==> src/core/routing_pkg.sv <==
package routing_pkg;
    // -------------------------------------------------------------
    // register map (word indices, taken from byte address bits 3:2)
    // -------------------------------------------------------------
    localparam int AXI_AW = 4;
    localparam logic [1:0] IDX_CTRL0 = 2'h0;
    localparam logic [1:0] IDX_CTRL1 = 2'h1;
    localparam logic [1:0] IDX_CTRL2 = 2'h2;
    localparam logic [1:0] IDX_CTRL3 = 2'h3;
    localparam logic [7:0] MASK_CTRL0 = 8'hff;
    localparam logic [7:0] MASK_CTRL1 = 8'hc7;
    localparam logic [7:0] MASK_CTRL2 = 8'h88;
    localparam logic [7:0] MASK_CTRL3 = 8'h1e;
    localparam logic [7:0] RESET_CTRL = 8'h00;
    localparam logic [1:0] RESP_OKAY = 2'h0;
    localparam logic [1:0] RESP_SLVERR = 2'h2;
    // -------------------------------------------------------------
    // field positions
    // -------------------------------------------------------------
    localparam int F_TWOWIRE_HI = 7;
    localparam int F_TWOWIRE_LO = 6;
    localparam int F_ASYNC1 = 5;
    localparam int F_ASYNC0 = 4;
    localparam int F_SYNCSER = 3;
    localparam int F_CAN_HI = 2;
    localparam int F_T1CAP3 = 7;
    localparam int F_T1CAP2 = 6;
    localparam int F_TRIG_FALL = 2;
    localparam int F_TRIG_HI = 1;
    localparam int F_PWM7 = 7;
    localparam int F_PWM3 = 3;
    localparam int F_T0CAP3_INT = 4;
    localparam int F_T0CAP3_PIN = 3;
    localparam int F_T0CAP2 = 2;
    localparam int F_T0CAP1 = 1;
    // -------------------------------------------------------------
    // codes
    // -------------------------------------------------------------
    localparam logic [1:0] TW_ON_T = 2'h2;
    localparam logic [1:0] TW_ON_S = 2'h1;
    localparam logic [1:0] TW_ON_J = 2'h0;
    localparam logic [1:0] TRIG_PP4 = 2'h3;
    localparam logic [1:0] TRIG_PAD1 = 2'h2;
    localparam logic [1:0] TRIG_PAD15 = 2'h1;
    localparam logic [1:0] TRIG_CMP2 = 2'h0;
    // can field bits: 0 direct bit, 1 link opened, 2 link on pins
    localparam int CAN_DIRECT = 0;
    localparam int CAN_OPEN = 1;
    localparam int CAN_PINS = 2;
    // -------------------------------------------------------------
    // synchronised pin vector layout
    // -------------------------------------------------------------
    localparam int PIN_W = 32;
    localparam int PT_LO = 0;
    localparam int PS_LO = 8;
    localparam int PJ_LO = 16;
    localparam int PP_LO = 18;
    localparam int PAD1_BIT = 26;
    localparam int PAD15_BIT = 27;
    localparam int CAN_LO = 28;
endpackage : routing_pkg

==> src/core/peripheral_signal_routing.sv <==
// Chosen here: the address map and the AXI4-Lite slave port.
`timescale 1ns/100ps
// Behaviour
// - reserved bits ignore writes, read zero
// - control 0 and 2 write-once in normal mode
// - control 1 and 3 writable any time
// - two-wire pins on T, S or J
// - second async channel on T1/T0 or S5/S4
// - first async channel on S1/S0 or J1/J0
// - synchronous port on T4-7 or S0-3
// - can link modes: internal, direct, probe, open
// - can pin drive needs its unit enabled
// - second timer capture 3 from comparator b
// - second timer capture 2 from comparator a
// - trigger polarity bit selects falling edge
// - trigger source from P4, pad1, pad15, compare2
// - compare2 pin active unless its disable set
// - pwm channel 7 on T3 or P3
// - pwm channel 3 on T2 or P1
// - first timer capture 3 from S4 or internal
// - internal capture 3 source picks receive line
// - first timer capture 2 from S5 or aux clock
// - first timer capture 1 from S6 or S7
// - register reads synchronous to the clock
module peripheral_signal_routing (
    input wire logic clk_i,
    input wire logic arst_n_i,
    input wire logic special_mode_i,
    input wire logic s_awvalid_i,
    output logic s_awready_o,
    input wire logic [routing_pkg::AXI_AW-1:0] s_awaddr_i,
    input wire logic s_wvalid_i,
    output logic s_wready_o,
    input wire logic [31:0] s_wdata_i,
    input wire logic [3:0] s_wstrb_i,
    output logic s_bvalid_o,
    input wire logic s_bready_i,
    output logic [1:0] s_bresp_o,
    input wire logic s_arvalid_i,
    output logic s_arready_o,
    input wire logic [routing_pkg::AXI_AW-1:0] s_araddr_i,
    output logic s_rvalid_o,
    input wire logic s_rready_i,
    output logic [31:0] s_rdata_o,
    output logic [1:0] s_rresp_o,
    input wire logic [7:0] pt_i,
    output logic [7:0] pt_o,
    output logic [7:0] pt_oe_o,
    input wire logic [7:0] ps_i,
    output logic [7:0] ps_o,
    output logic [7:0] ps_oe_o,
    input wire logic [1:0] pj_i,
    output logic [1:0] pj_o,
    output logic [1:0] pj_oe_o,
    input wire logic [7:0] pp_i,
    output logic [7:0] pp_o,
    output logic [7:0] pp_oe_o,
    input wire logic pad1_i,
    input wire logic pad15_i,
    input wire logic [3:0] can_pin_i,
    output logic [3:0] can_pin_o,
    output logic [3:0] can_pin_oe_o,
    input wire logic scl_drive_low_i,
    input wire logic sda_drive_low_i,
    output logic scl_in_o,
    output logic sda_in_o,
    input wire logic async1_tx_i,
    output logic async1_rx_o,
    input wire logic async0_tx_i,
    output logic async0_rx_o,
    input wire logic [3:0] syncser_out_i,
    input wire logic [3:0] syncser_oe_i,
    output logic [3:0] syncser_in_o,
    input wire logic can_controller_enable_i,
    input wire logic transceiver_enable_i,
    input wire logic controller_tx_out_i,
    output logic controller_rx_in_o,
    input wire logic transceiver_rx_out_i,
    input wire logic transceiver_direct_bit_i,
    output logic transceiver_tx_in_o,
    input wire logic analog_comparator_a_i,
    input wire logic analog_comparator_b_i,
    output logic second_timer_cap3_o,
    output logic second_timer_cap2_o,
    input wire logic first_timer_cmp2_i,
    input wire logic compare2_pin_disable_i,
    output logic cmp2_pin_oe_o,
    output logic conv_trig_o,
    input wire logic pwm_ch7_i,
    input wire logic pwm_ch3_i,
    input wire logic aux_clk_i,
    output logic first_timer_cap3_o,
    output logic first_timer_cap2_o,
    output logic first_timer_cap1_o
);
    import routing_pkg::*;

    // -------------------------------------------------------------
    // state
    // -------------------------------------------------------------
    typedef struct packed {
        logic [7:0] ctrl0;
        logic [7:0] ctrl1;
        logic [7:0] ctrl2;
        logic [7:0] ctrl3;
        logic lock0;
        logic lock2;
        logic aw_held;
        logic [AXI_AW-1:0] aw_addr;
        logic w_held;
        logic [7:0] wdata;
        logic wstrb0;
        logic bvalid;
        logic [1:0] bresp;
        logic rvalid;
        logic [7:0] rdata;
        logic [1:0] rresp;
        logic [PIN_W-1:0] sync1;
        logic [PIN_W-1:0] sync2;
        logic [PIN_W-1:0] sync3;
        logic [PIN_W-1:0] pin_f;
        logic [7:0] pt_out;
        logic [7:0] pt_oe;
        logic [7:0] ps_out;
        logic [7:0] ps_oe;
        logic [1:0] pj_out;
        logic [1:0] pj_oe;
        logic [7:0] pp_out;
        logic [7:0] pp_oe;
        logic [3:0] can_out;
        logic [3:0] can_oe;
        logic scl_in;
        logic sda_in;
        logic a1_rx;
        logic a0_rx;
        logic [3:0] ss_in;
        logic ctl_rx;
        logic xcvr_tx;
        logic t1cap3;
        logic t1cap2;
        logic cmp2_oe;
        logic trig;
        logic t0cap3;
        logic t0cap2;
        logic t0cap1;
    } state_t;

    state_t s;
    state_t next_s;

    // {hit, index} for an address
    function automatic logic [2:0] decode(input logic [AXI_AW-1:0] a);
        logic [2:0] r;
        r = 3'h0;
        if (a[1:0] != 2'h0) r = 3'h0;
        else if (a[3:2] == IDX_CTRL0) r = {1'b1, IDX_CTRL0};
        else if (a[3:2] == IDX_CTRL1) r = {1'b1, IDX_CTRL1};
        else if (a[3:2] == IDX_CTRL2) r = {1'b1, IDX_CTRL2};
        else r = {1'b1, IDX_CTRL3};
        return r;
    endfunction : decode

    // -------------------------------------------------------------
    // bus helpers
    // -------------------------------------------------------------
    logic aw_take, w_take, have_aw, have_w, do_wr, wr_en;
    logic [AXI_AW-1:0] wr_addr;
    logic [7:0] wr_data, rd_val;
    logic [2:0] wr_dec, rd_dec;
    logic [7:0] pt_in, ps_in, pp_in;
    logic [1:0] pj_in;
    logic [3:0] can_in;
    logic a1_rx_w, a0_rx_w, trig_raw;

    assign s_awready_o = !s.aw_held && !s.bvalid;
    assign s_wready_o = !s.w_held && !s.bvalid;
    assign s_arready_o = !s.rvalid;
    assign aw_take = s_awvalid_i && s_awready_o;
    assign w_take = s_wvalid_i && s_wready_o;
    assign have_aw = s.aw_held || aw_take;
    assign have_w = s.w_held || w_take;
    assign do_wr = have_aw && have_w;
    assign wr_addr = s.aw_held ? s.aw_addr : s_awaddr_i;
    assign wr_data = s.w_held ? s.wdata : s_wdata_i[7:0];
    assign wr_en = do_wr && (s.w_held ? s.wstrb0 : s_wstrb_i[0]);
    assign wr_dec = decode(wr_addr);
    assign rd_dec = decode(s_araddr_i);
    assign pt_in = s.pin_f[PT_LO +: 8];
    assign ps_in = s.pin_f[PS_LO +: 8];
    assign pj_in = s.pin_f[PJ_LO +: 2];
    assign pp_in = s.pin_f[PP_LO +: 8];
    assign can_in = s.pin_f[CAN_LO +: 4];

    always_comb begin
        rd_val = 8'h00;
        if (rd_dec[1:0] == IDX_CTRL0) rd_val = s.ctrl0;
        else if (rd_dec[1:0] == IDX_CTRL1) rd_val = s.ctrl1;
        else if (rd_dec[1:0] == IDX_CTRL2) rd_val = s.ctrl2;
        else rd_val = s.ctrl3;
    end

    // internal receive lines follow the async routing bits
    assign a1_rx_w = s.ctrl0[F_ASYNC1] ? pt_in[0] : ps_in[4];
    assign a0_rx_w = s.ctrl0[F_ASYNC0] ? ps_in[0] : pj_in[0];

    always_comb begin
        case (s.ctrl1[F_TRIG_HI -: 2])
            TRIG_PP4: trig_raw = pp_in[4];
            TRIG_PAD1: trig_raw = s.pin_f[PAD1_BIT];
            TRIG_PAD15: trig_raw = s.pin_f[PAD15_BIT];
            default: trig_raw = first_timer_cmp2_i;
        endcase
    end

    // -------------------------------------------------------------
    // next state
    // -------------------------------------------------------------
    always_comb begin
        logic [PIN_W-1:0] agree;
        logic [2:0] cm;
        agree = '0;
        cm = 3'h0;
        next_s = s;
        // pins: three stages, a change counts once stages 2 and 3 agree
        next_s.sync1 = {can_pin_i, pad15_i, pad1_i, pp_i, pj_i, ps_i, pt_i};
        next_s.sync2 = s.sync1;
        next_s.sync3 = s.sync2;
        agree = ~(s.sync2 ^ s.sync3);
        next_s.pin_f = (agree & s.sync3) | (~agree & s.pin_f);

        // write channel: address and data in either order
        if (aw_take) begin
            next_s.aw_held = 1'b1;
            next_s.aw_addr = s_awaddr_i;
        end
        if (w_take) begin
            next_s.w_held = 1'b1;
            next_s.wdata = s_wdata_i[7:0];
            next_s.wstrb0 = s_wstrb_i[0];
        end
        if (do_wr) begin
            next_s.aw_held = 1'b0;
            next_s.w_held = 1'b0;
            next_s.bvalid = 1'b1;
            next_s.bresp = wr_dec[2] ? RESP_OKAY : RESP_SLVERR;
        end
        if (s.bvalid && s_bready_i) next_s.bvalid = 1'b0;
        if (wr_en && wr_dec[2]) begin
            if (wr_dec[1:0] == IDX_CTRL0) begin
                // locked writes still answer okay, the value stays
                if (special_mode_i || !s.lock0) begin
                    next_s.ctrl0 = wr_data & MASK_CTRL0;
                    next_s.lock0 = s.lock0 || !special_mode_i;
                end
            end else if (wr_dec[1:0] == IDX_CTRL1) begin
                next_s.ctrl1 = wr_data & MASK_CTRL1;
            end else if (wr_dec[1:0] == IDX_CTRL2) begin
                if (special_mode_i || !s.lock2) begin
                    next_s.ctrl2 = wr_data & MASK_CTRL2;
                    next_s.lock2 = s.lock2 || !special_mode_i;
                end
            end else begin
                next_s.ctrl3 = wr_data & MASK_CTRL3;
            end
        end

        // read channel: data registered on the clock
        if (s_arvalid_i && s_arready_o) begin
            next_s.rvalid = 1'b1;
            next_s.rdata = rd_dec[2] ? rd_val : 8'h00;
            next_s.rresp = rd_dec[2] ? RESP_OKAY : RESP_SLVERR;
        end else if (s.rvalid && s_rready_i) begin
            next_s.rvalid = 1'b0;
        end

        // pin drivers: later assignments take the shared pin
        next_s.pt_out = 8'h00;
        next_s.pt_oe = 8'h00;
        next_s.ps_out = 8'h00;
        next_s.ps_oe = 8'h00;
        next_s.pj_out = 2'h0;
        next_s.pj_oe = 2'h0;
        next_s.pp_out = 8'h00;
        next_s.pp_oe = 8'h00;
        for (int k = 0; k < 4; k++) begin
            if (s.ctrl0[F_SYNCSER]) begin
                next_s.pt_out[4+k] = syncser_out_i[k];
                next_s.pt_oe[4+k] = syncser_oe_i[k];
                next_s.ss_in[k] = pt_in[4+k];
            end else begin
                next_s.ps_out[k] = syncser_out_i[k];
                next_s.ps_oe[k] = syncser_oe_i[k];
                next_s.ss_in[k] = ps_in[k];
            end
        end
        if (s.ctrl0[F_ASYNC0]) begin
            next_s.ps_out[1] = async0_tx_i;
            next_s.ps_oe[1] = 1'b1;
        end else begin
            next_s.pj_out[1] = async0_tx_i;
            next_s.pj_oe[1] = 1'b1;
        end
        next_s.a0_rx = a0_rx_w;
        if (s.ctrl0[F_ASYNC1]) begin
            next_s.pt_out[1] = async1_tx_i;
            next_s.pt_oe[1] = 1'b1;
        end else begin
            next_s.ps_out[5] = async1_tx_i;
            next_s.ps_oe[5] = 1'b1;
        end
        next_s.a1_rx = a1_rx_w;
        if (s.ctrl2[F_PWM7]) begin
            next_s.pt_out[3] = pwm_ch7_i;
            next_s.pt_oe[3] = 1'b1;
        end else begin
            next_s.pp_out[3] = pwm_ch7_i;
            next_s.pp_oe[3] = 1'b1;
        end
        if (s.ctrl2[F_PWM3]) begin
            next_s.pt_out[2] = pwm_ch3_i;
            next_s.pt_oe[2] = 1'b1;
        end else begin
            next_s.pp_out[1] = pwm_ch3_i;
            next_s.pp_oe[1] = 1'b1;
        end
        // open drain: drive low only; reserved code leaves bus idle high
        next_s.scl_in = 1'b1;
        next_s.sda_in = 1'b1;
        case (s.ctrl0[F_TWOWIRE_HI:F_TWOWIRE_LO])
            TW_ON_T: begin
                next_s.pt_out[1:0] = 2'h0;
                next_s.pt_oe[1:0] = {scl_drive_low_i, sda_drive_low_i};
                next_s.scl_in = pt_in[1];
                next_s.sda_in = pt_in[0];
            end
            TW_ON_S: begin
                next_s.ps_out[1:0] = 2'h0;
                next_s.ps_oe[1:0] = {scl_drive_low_i, sda_drive_low_i};
                next_s.scl_in = ps_in[1];
                next_s.sda_in = ps_in[0];
            end
            TW_ON_J: begin
                next_s.pj_out = 2'h0;
                next_s.pj_oe = {scl_drive_low_i, sda_drive_low_i};
                next_s.scl_in = pj_in[1];
                next_s.sda_in = pj_in[0];
            end
            default: begin
            end
        endcase

        // can link: pins 0 ctl tx, 1 ctl rx, 2 xcvr tx, 3 xcvr rx
        cm = s.ctrl0[F_CAN_HI:0];
        next_s.can_out = {transceiver_rx_out_i, 1'b0, 1'b0, controller_tx_out_i};
        next_s.can_oe = 4'h0;
        if (cm[CAN_OPEN]) begin
            next_s.xcvr_tx = can_in[2];
            next_s.ctl_rx = can_in[1];
            next_s.can_oe[0] = can_controller_enable_i;
            next_s.can_oe[3] = transceiver_enable_i;
        end else begin
            next_s.xcvr_tx = cm[CAN_DIRECT] ? transceiver_direct_bit_i
                                            : controller_tx_out_i;
            next_s.ctl_rx = transceiver_rx_out_i;
            if (cm[CAN_PINS]) begin
                // probe shows the tx and rx legs of the internal link
                next_s.can_out[1] = transceiver_rx_out_i;
                next_s.can_oe[1] = transceiver_enable_i;
                next_s.can_out[0] = cm[CAN_DIRECT] ? transceiver_direct_bit_i
                                                   : controller_tx_out_i;
                next_s.can_oe[0] = cm[CAN_DIRECT] ? transceiver_enable_i
                                                  : can_controller_enable_i;
            end
        end

        // capture and trigger sources
        next_s.t1cap3 = s.ctrl1[F_T1CAP3] ? analog_comparator_b_i : pt_in[3];
        next_s.t1cap2 = s.ctrl1[F_T1CAP2] ? analog_comparator_a_i : pt_in[2];
        next_s.trig = trig_raw ^ s.ctrl1[F_TRIG_FALL];
        next_s.cmp2_oe = !compare2_pin_disable_i;
        if (s.ctrl3[F_T0CAP3_PIN]) next_s.t0cap3 = ps_in[4];
        else next_s.t0cap3 = s.ctrl3[F_T0CAP3_INT] ? a1_rx_w : a0_rx_w;
        next_s.t0cap2 = s.ctrl3[F_T0CAP2] ? ps_in[5] : aux_clk_i;
        next_s.t0cap1 = s.ctrl3[F_T0CAP1] ? ps_in[6] : ps_in[7];
    end

    always_ff @(posedge clk_i or negedge arst_n_i) begin
        if (!arst_n_i) begin
            s <= '0;
            s.ctrl0 <= RESET_CTRL;
            s.ctrl1 <= RESET_CTRL;
            s.ctrl2 <= RESET_CTRL;
            s.ctrl3 <= RESET_CTRL;
            s.scl_in <= 1'b1;
            s.sda_in <= 1'b1;
        end else begin
            s <= next_s;
        end
    end

    // -------------------------------------------------------------
    // outputs
    // -------------------------------------------------------------
    assign s_bvalid_o = s.bvalid;
    assign s_bresp_o = s.bresp;
    assign s_rvalid_o = s.rvalid;
    assign s_rdata_o = {24'h00_0000, s.rdata};
    assign s_rresp_o = s.rresp;
    assign pt_o = s.pt_out;
    assign pt_oe_o = s.pt_oe;
    assign ps_o = s.ps_out;
    assign ps_oe_o = s.ps_oe;
    assign pj_o = s.pj_out;
    assign pj_oe_o = s.pj_oe;
    assign pp_o = s.pp_out;
    assign pp_oe_o = s.pp_oe;
    assign can_pin_o = s.can_out;
    assign can_pin_oe_o = s.can_oe;
    assign scl_in_o = s.scl_in;
    assign sda_in_o = s.sda_in;
    assign async1_rx_o = s.a1_rx;
    assign async0_rx_o = s.a0_rx;
    assign syncser_in_o = s.ss_in;
    assign controller_rx_in_o = s.ctl_rx;
    assign transceiver_tx_in_o = s.xcvr_tx;
    assign second_timer_cap3_o = s.t1cap3;
    assign second_timer_cap2_o = s.t1cap2;
    assign cmp2_pin_oe_o = s.cmp2_oe;
    assign conv_trig_o = s.trig;
    assign first_timer_cap3_o = s.t0cap3;
    assign first_timer_cap2_o = s.t0cap2;
    assign first_timer_cap1_o = s.t0cap1;
endmodule : peripheral_signal_routing

==> config.mk <==
export PLATFORM = sky130hd
export DESIGN_NAME = peripheral_signal_routing
export DESIGN_NICKNAME = d
export VERILOG_FILES = /design/src/core/routing_pkg.sv /design/src/core/peripheral_signal_routing.sv
export SDC_FILE = /design/constraint.sdc
export NUM_CORES = 1
export LEC_CHECK = 0
export BUFFER_PORTS_ARGS = -buffer_cell sky130_fd_sc_hd__buf_2
export CORE_ASPECT_RATIO = 0.75
export CORE_UTILIZATION = 46
export CTS_CLUSTER_SIZE = 10
export DETAILED_ROUTE_END_ITERATION = 12
export PLACE_DENSITY = 0.79
export SYNTH_ARGS = -nofsm -noshare
export SYNTH_HDL_FRONTEND = slang
export SYNTH_SLANG_ARGS = --single-unit
==> constraint.sdc <==
create_clock -name clk_i -period 2.4 [get_ports clk_i]
set_input_delay 0.48 -clock clk_i [delete_from_list [all_inputs] [get_ports clk_i]]
set_output_delay 0.48 -clock clk_i [all_outputs]
set_load 0.01 [all_outputs]
==> results.json <==
{
  "cts_tree": "yes",
  "critPathRequiredTime_ps": 2700,
  "drv_cap": 0,
  "synth_area_sq_um": 7463,
  "avgSynthCellArea_sq_um": 14.06,
  "finalSetupViolCount": 0,
  "grt_pass1_vias": 4057,
  "ys_seq_area_share_pct": 65.41,
  "core_area_sq_um": 15520,
  "wl_per_cell_um": 15.22,
  "placedCellCount": 826,
  "worst_pin_slew_ps": 603.7,
  "yosysTopAreaCellShare_pct": 64.71,
  "ys.flop_type": "dfrtp_1",
  "grtUsageTotal_pct": 16.71,
  "finalNetCount": 752,
  "layout_min_cycle_time_ps": 2351,
  "ios": 226,
  "cts_buffers": 17,
  "finalNonFillerCells": 860,
  "layout_common_cells": "193 x dfrtp_1, 140 x buf_2, 48 x conb_1",
  "async_flop_share_pct": 100.0,
  "fin_worst_skew_ps": 5.207,
  "whs_ps": 13.39,
  "ir_drop_uv": 560.5,
  "max_freq_ghz": 0.4254,
  "io_buffers": 141,
  "outcome": "completed",
  "ys_seq_elements": 195,
  "period_share_pct": 97.95,
  "vias_per_cell": 4.601,
  "crit_fanout": 4,
  "die_h_um": 112.3,
  "report.final.slew_viol_count": 0,
  "crit_path_start_kind": "flip-flop",
  "vias": 3957,
  "drtPass1Iterations": 4,
  "power_w": 0.009323,
  "hold_class": "in -> async",
  "area_delta_synth_final_pct": 16.61,
  "grt_pass1_wl_um": 20820,
  "grt_overflow_total": 0,
  "power_density_nw_per_um2": 1071,
  "antenna_found_initial": 2,
  "dp_hpwl_um": 9617,
  "place_congestion": 0.8091,
  "drtIter0Drc": 119,
  "rows": 39,
  "cts.hold.buffers_added": 0,
  "post-route-util_pct": 56.09,
  "final_hold_viol_count": 0,
  "endpoint_kind": "flip-flop",
  "clkLatencyLatePin_ps": 420,
  "grt_max_degree": 65,
  "htreeDepth": 4,
  "worstSetupPathType": "reg -> reg",
  "wirelength_um": 13090,
  "clock_sinks": 195,
  "cts-root-buf": "clkbuf_16",
  "max-clock-path-buffers": 2,
  "arrival_ps": 2660,
  "start_util_pct": 48.10,
  "relSlewSlack_pct": 59.67,
  "drc": 0,
  "synthTopCellsByArea": "dfrtp_1 65%, buf_4 10%, mux2_2 6.9%",
  "yosysTopAreaCell": "dfrtp_1",
  "rsz0062_at_grt": "yes",
  "synth_edf_count": 0,
  "ys_warn_count": 0,
  "final_antenna_net_count": 0,
  "p_leak_nw": 4.261,
  "final_common_cell": "dfrtp_1",
  "layout-drive-gt1-share_pct": 39.76,
  "clk_pin_slew_worst_paths_ps": 60,
  "syn_inst": 531,
  "synth.distinct_cells": 45,
  "die_w_um": 149.1,
  "finalSetupTns_ps": 0,
  "die_area_sq_um": 16740
}
cell usage after synthesis, drive strengths merged, types with 4 or more instances:
cell type	count
a21oi	5
and2	15
buf	102
clkbuf	11
dfrtp	193
inv	16
maj3	23
mux2	53
mux2i	9
nand2	17
nor2	11
nor2b	16
nor3b	5
o21ai	15
or3	4
logic make-up after synthesis:
kind of cell,synth area share [%]
adders and majority gates,3.588
and+or+nand+nor,6.186
other,0.05025
xor gates and xnor gates,0.1174
muxes,9.858
DFF,65.41
AOI/OAI and AO/OA,3.252
buffers and inverters,11.53
stage by stage:
step	area, sq um	worst slack [ps]
3_5_place_dp	7964	-281.1
5_1_grt	8701	-75.19
3_3_place_gp	7964	-221.8
4_1_cts	8685	4.678
2_1_floorplan	7656	27.30
6_report	8703	49.28
layer usage:
layer	GRT usage [%]	part of all wire [%]	up-vias
met5	0	0.061	-
met4	6.122	1.2	2
met3	5.000	6.4	14
met2	25.86	47	135
met1	22.36	45	1971
li1	-	-	1835
report_power, final:
| part | switching [W] | internal (W) |
|---|---|---|
| clock network | 0.00117 | 0.00198 |
| registers | 0.000397 | 0.00391 |
| logic | 0.000943 | 0.000924 |
worst paths after layout:
| check | startpoint | endpoint | slack, ps | cells after the start |
|---|---|---|---|---|
| max in group asynchronous | arst_n_i | async pin | 1600 | 2 |
| min in group clk_i | ps_i[5] | next_s[154] | 160 | 1 |
| worst min-delay path | arst_n_i | next_s[156] | 10 | 1 |
| worst max register to register | s[229] | s[247] | 50 | 8 |
| worst min register to register | next_s[153] | next_s[121] | 350 | 0 |
| worst max-delay path | s[229] | s[247] | 50 | 8 |
worst max-delay path, cell delays in order, from the launching register on:
cell,delay [ps]
dfrtp_1,410
nor3b_4,270
nor2_1,70
or3_4,400
ha_2,190
nand2b_4,140
a211oi_2,140
nor3b_4,280
mux2_4,320
final cells by class:
class,instances,area [sq um]
well taps,205,256.5
clock inverters,14,231.5
clock buffers,18,439.2
diodes,1,2.502
multi-input cells,254,1972
repair buffers,157,859.6
inverters,16,60.06
flip-flops and latches,195,4882
fillers,1263,6814
timing repair:
| action | 4_1_cts | 5_1_grt |
|---|---|---|
| setup endpoints to repair | 11 | 11 |
| buffers inserted | 0 | 1 |
| gates resized for setup | 9 | 3 |
| pin swaps | 2 | 5 |
No activity file was read; power rests on OpenSTA's default activity.
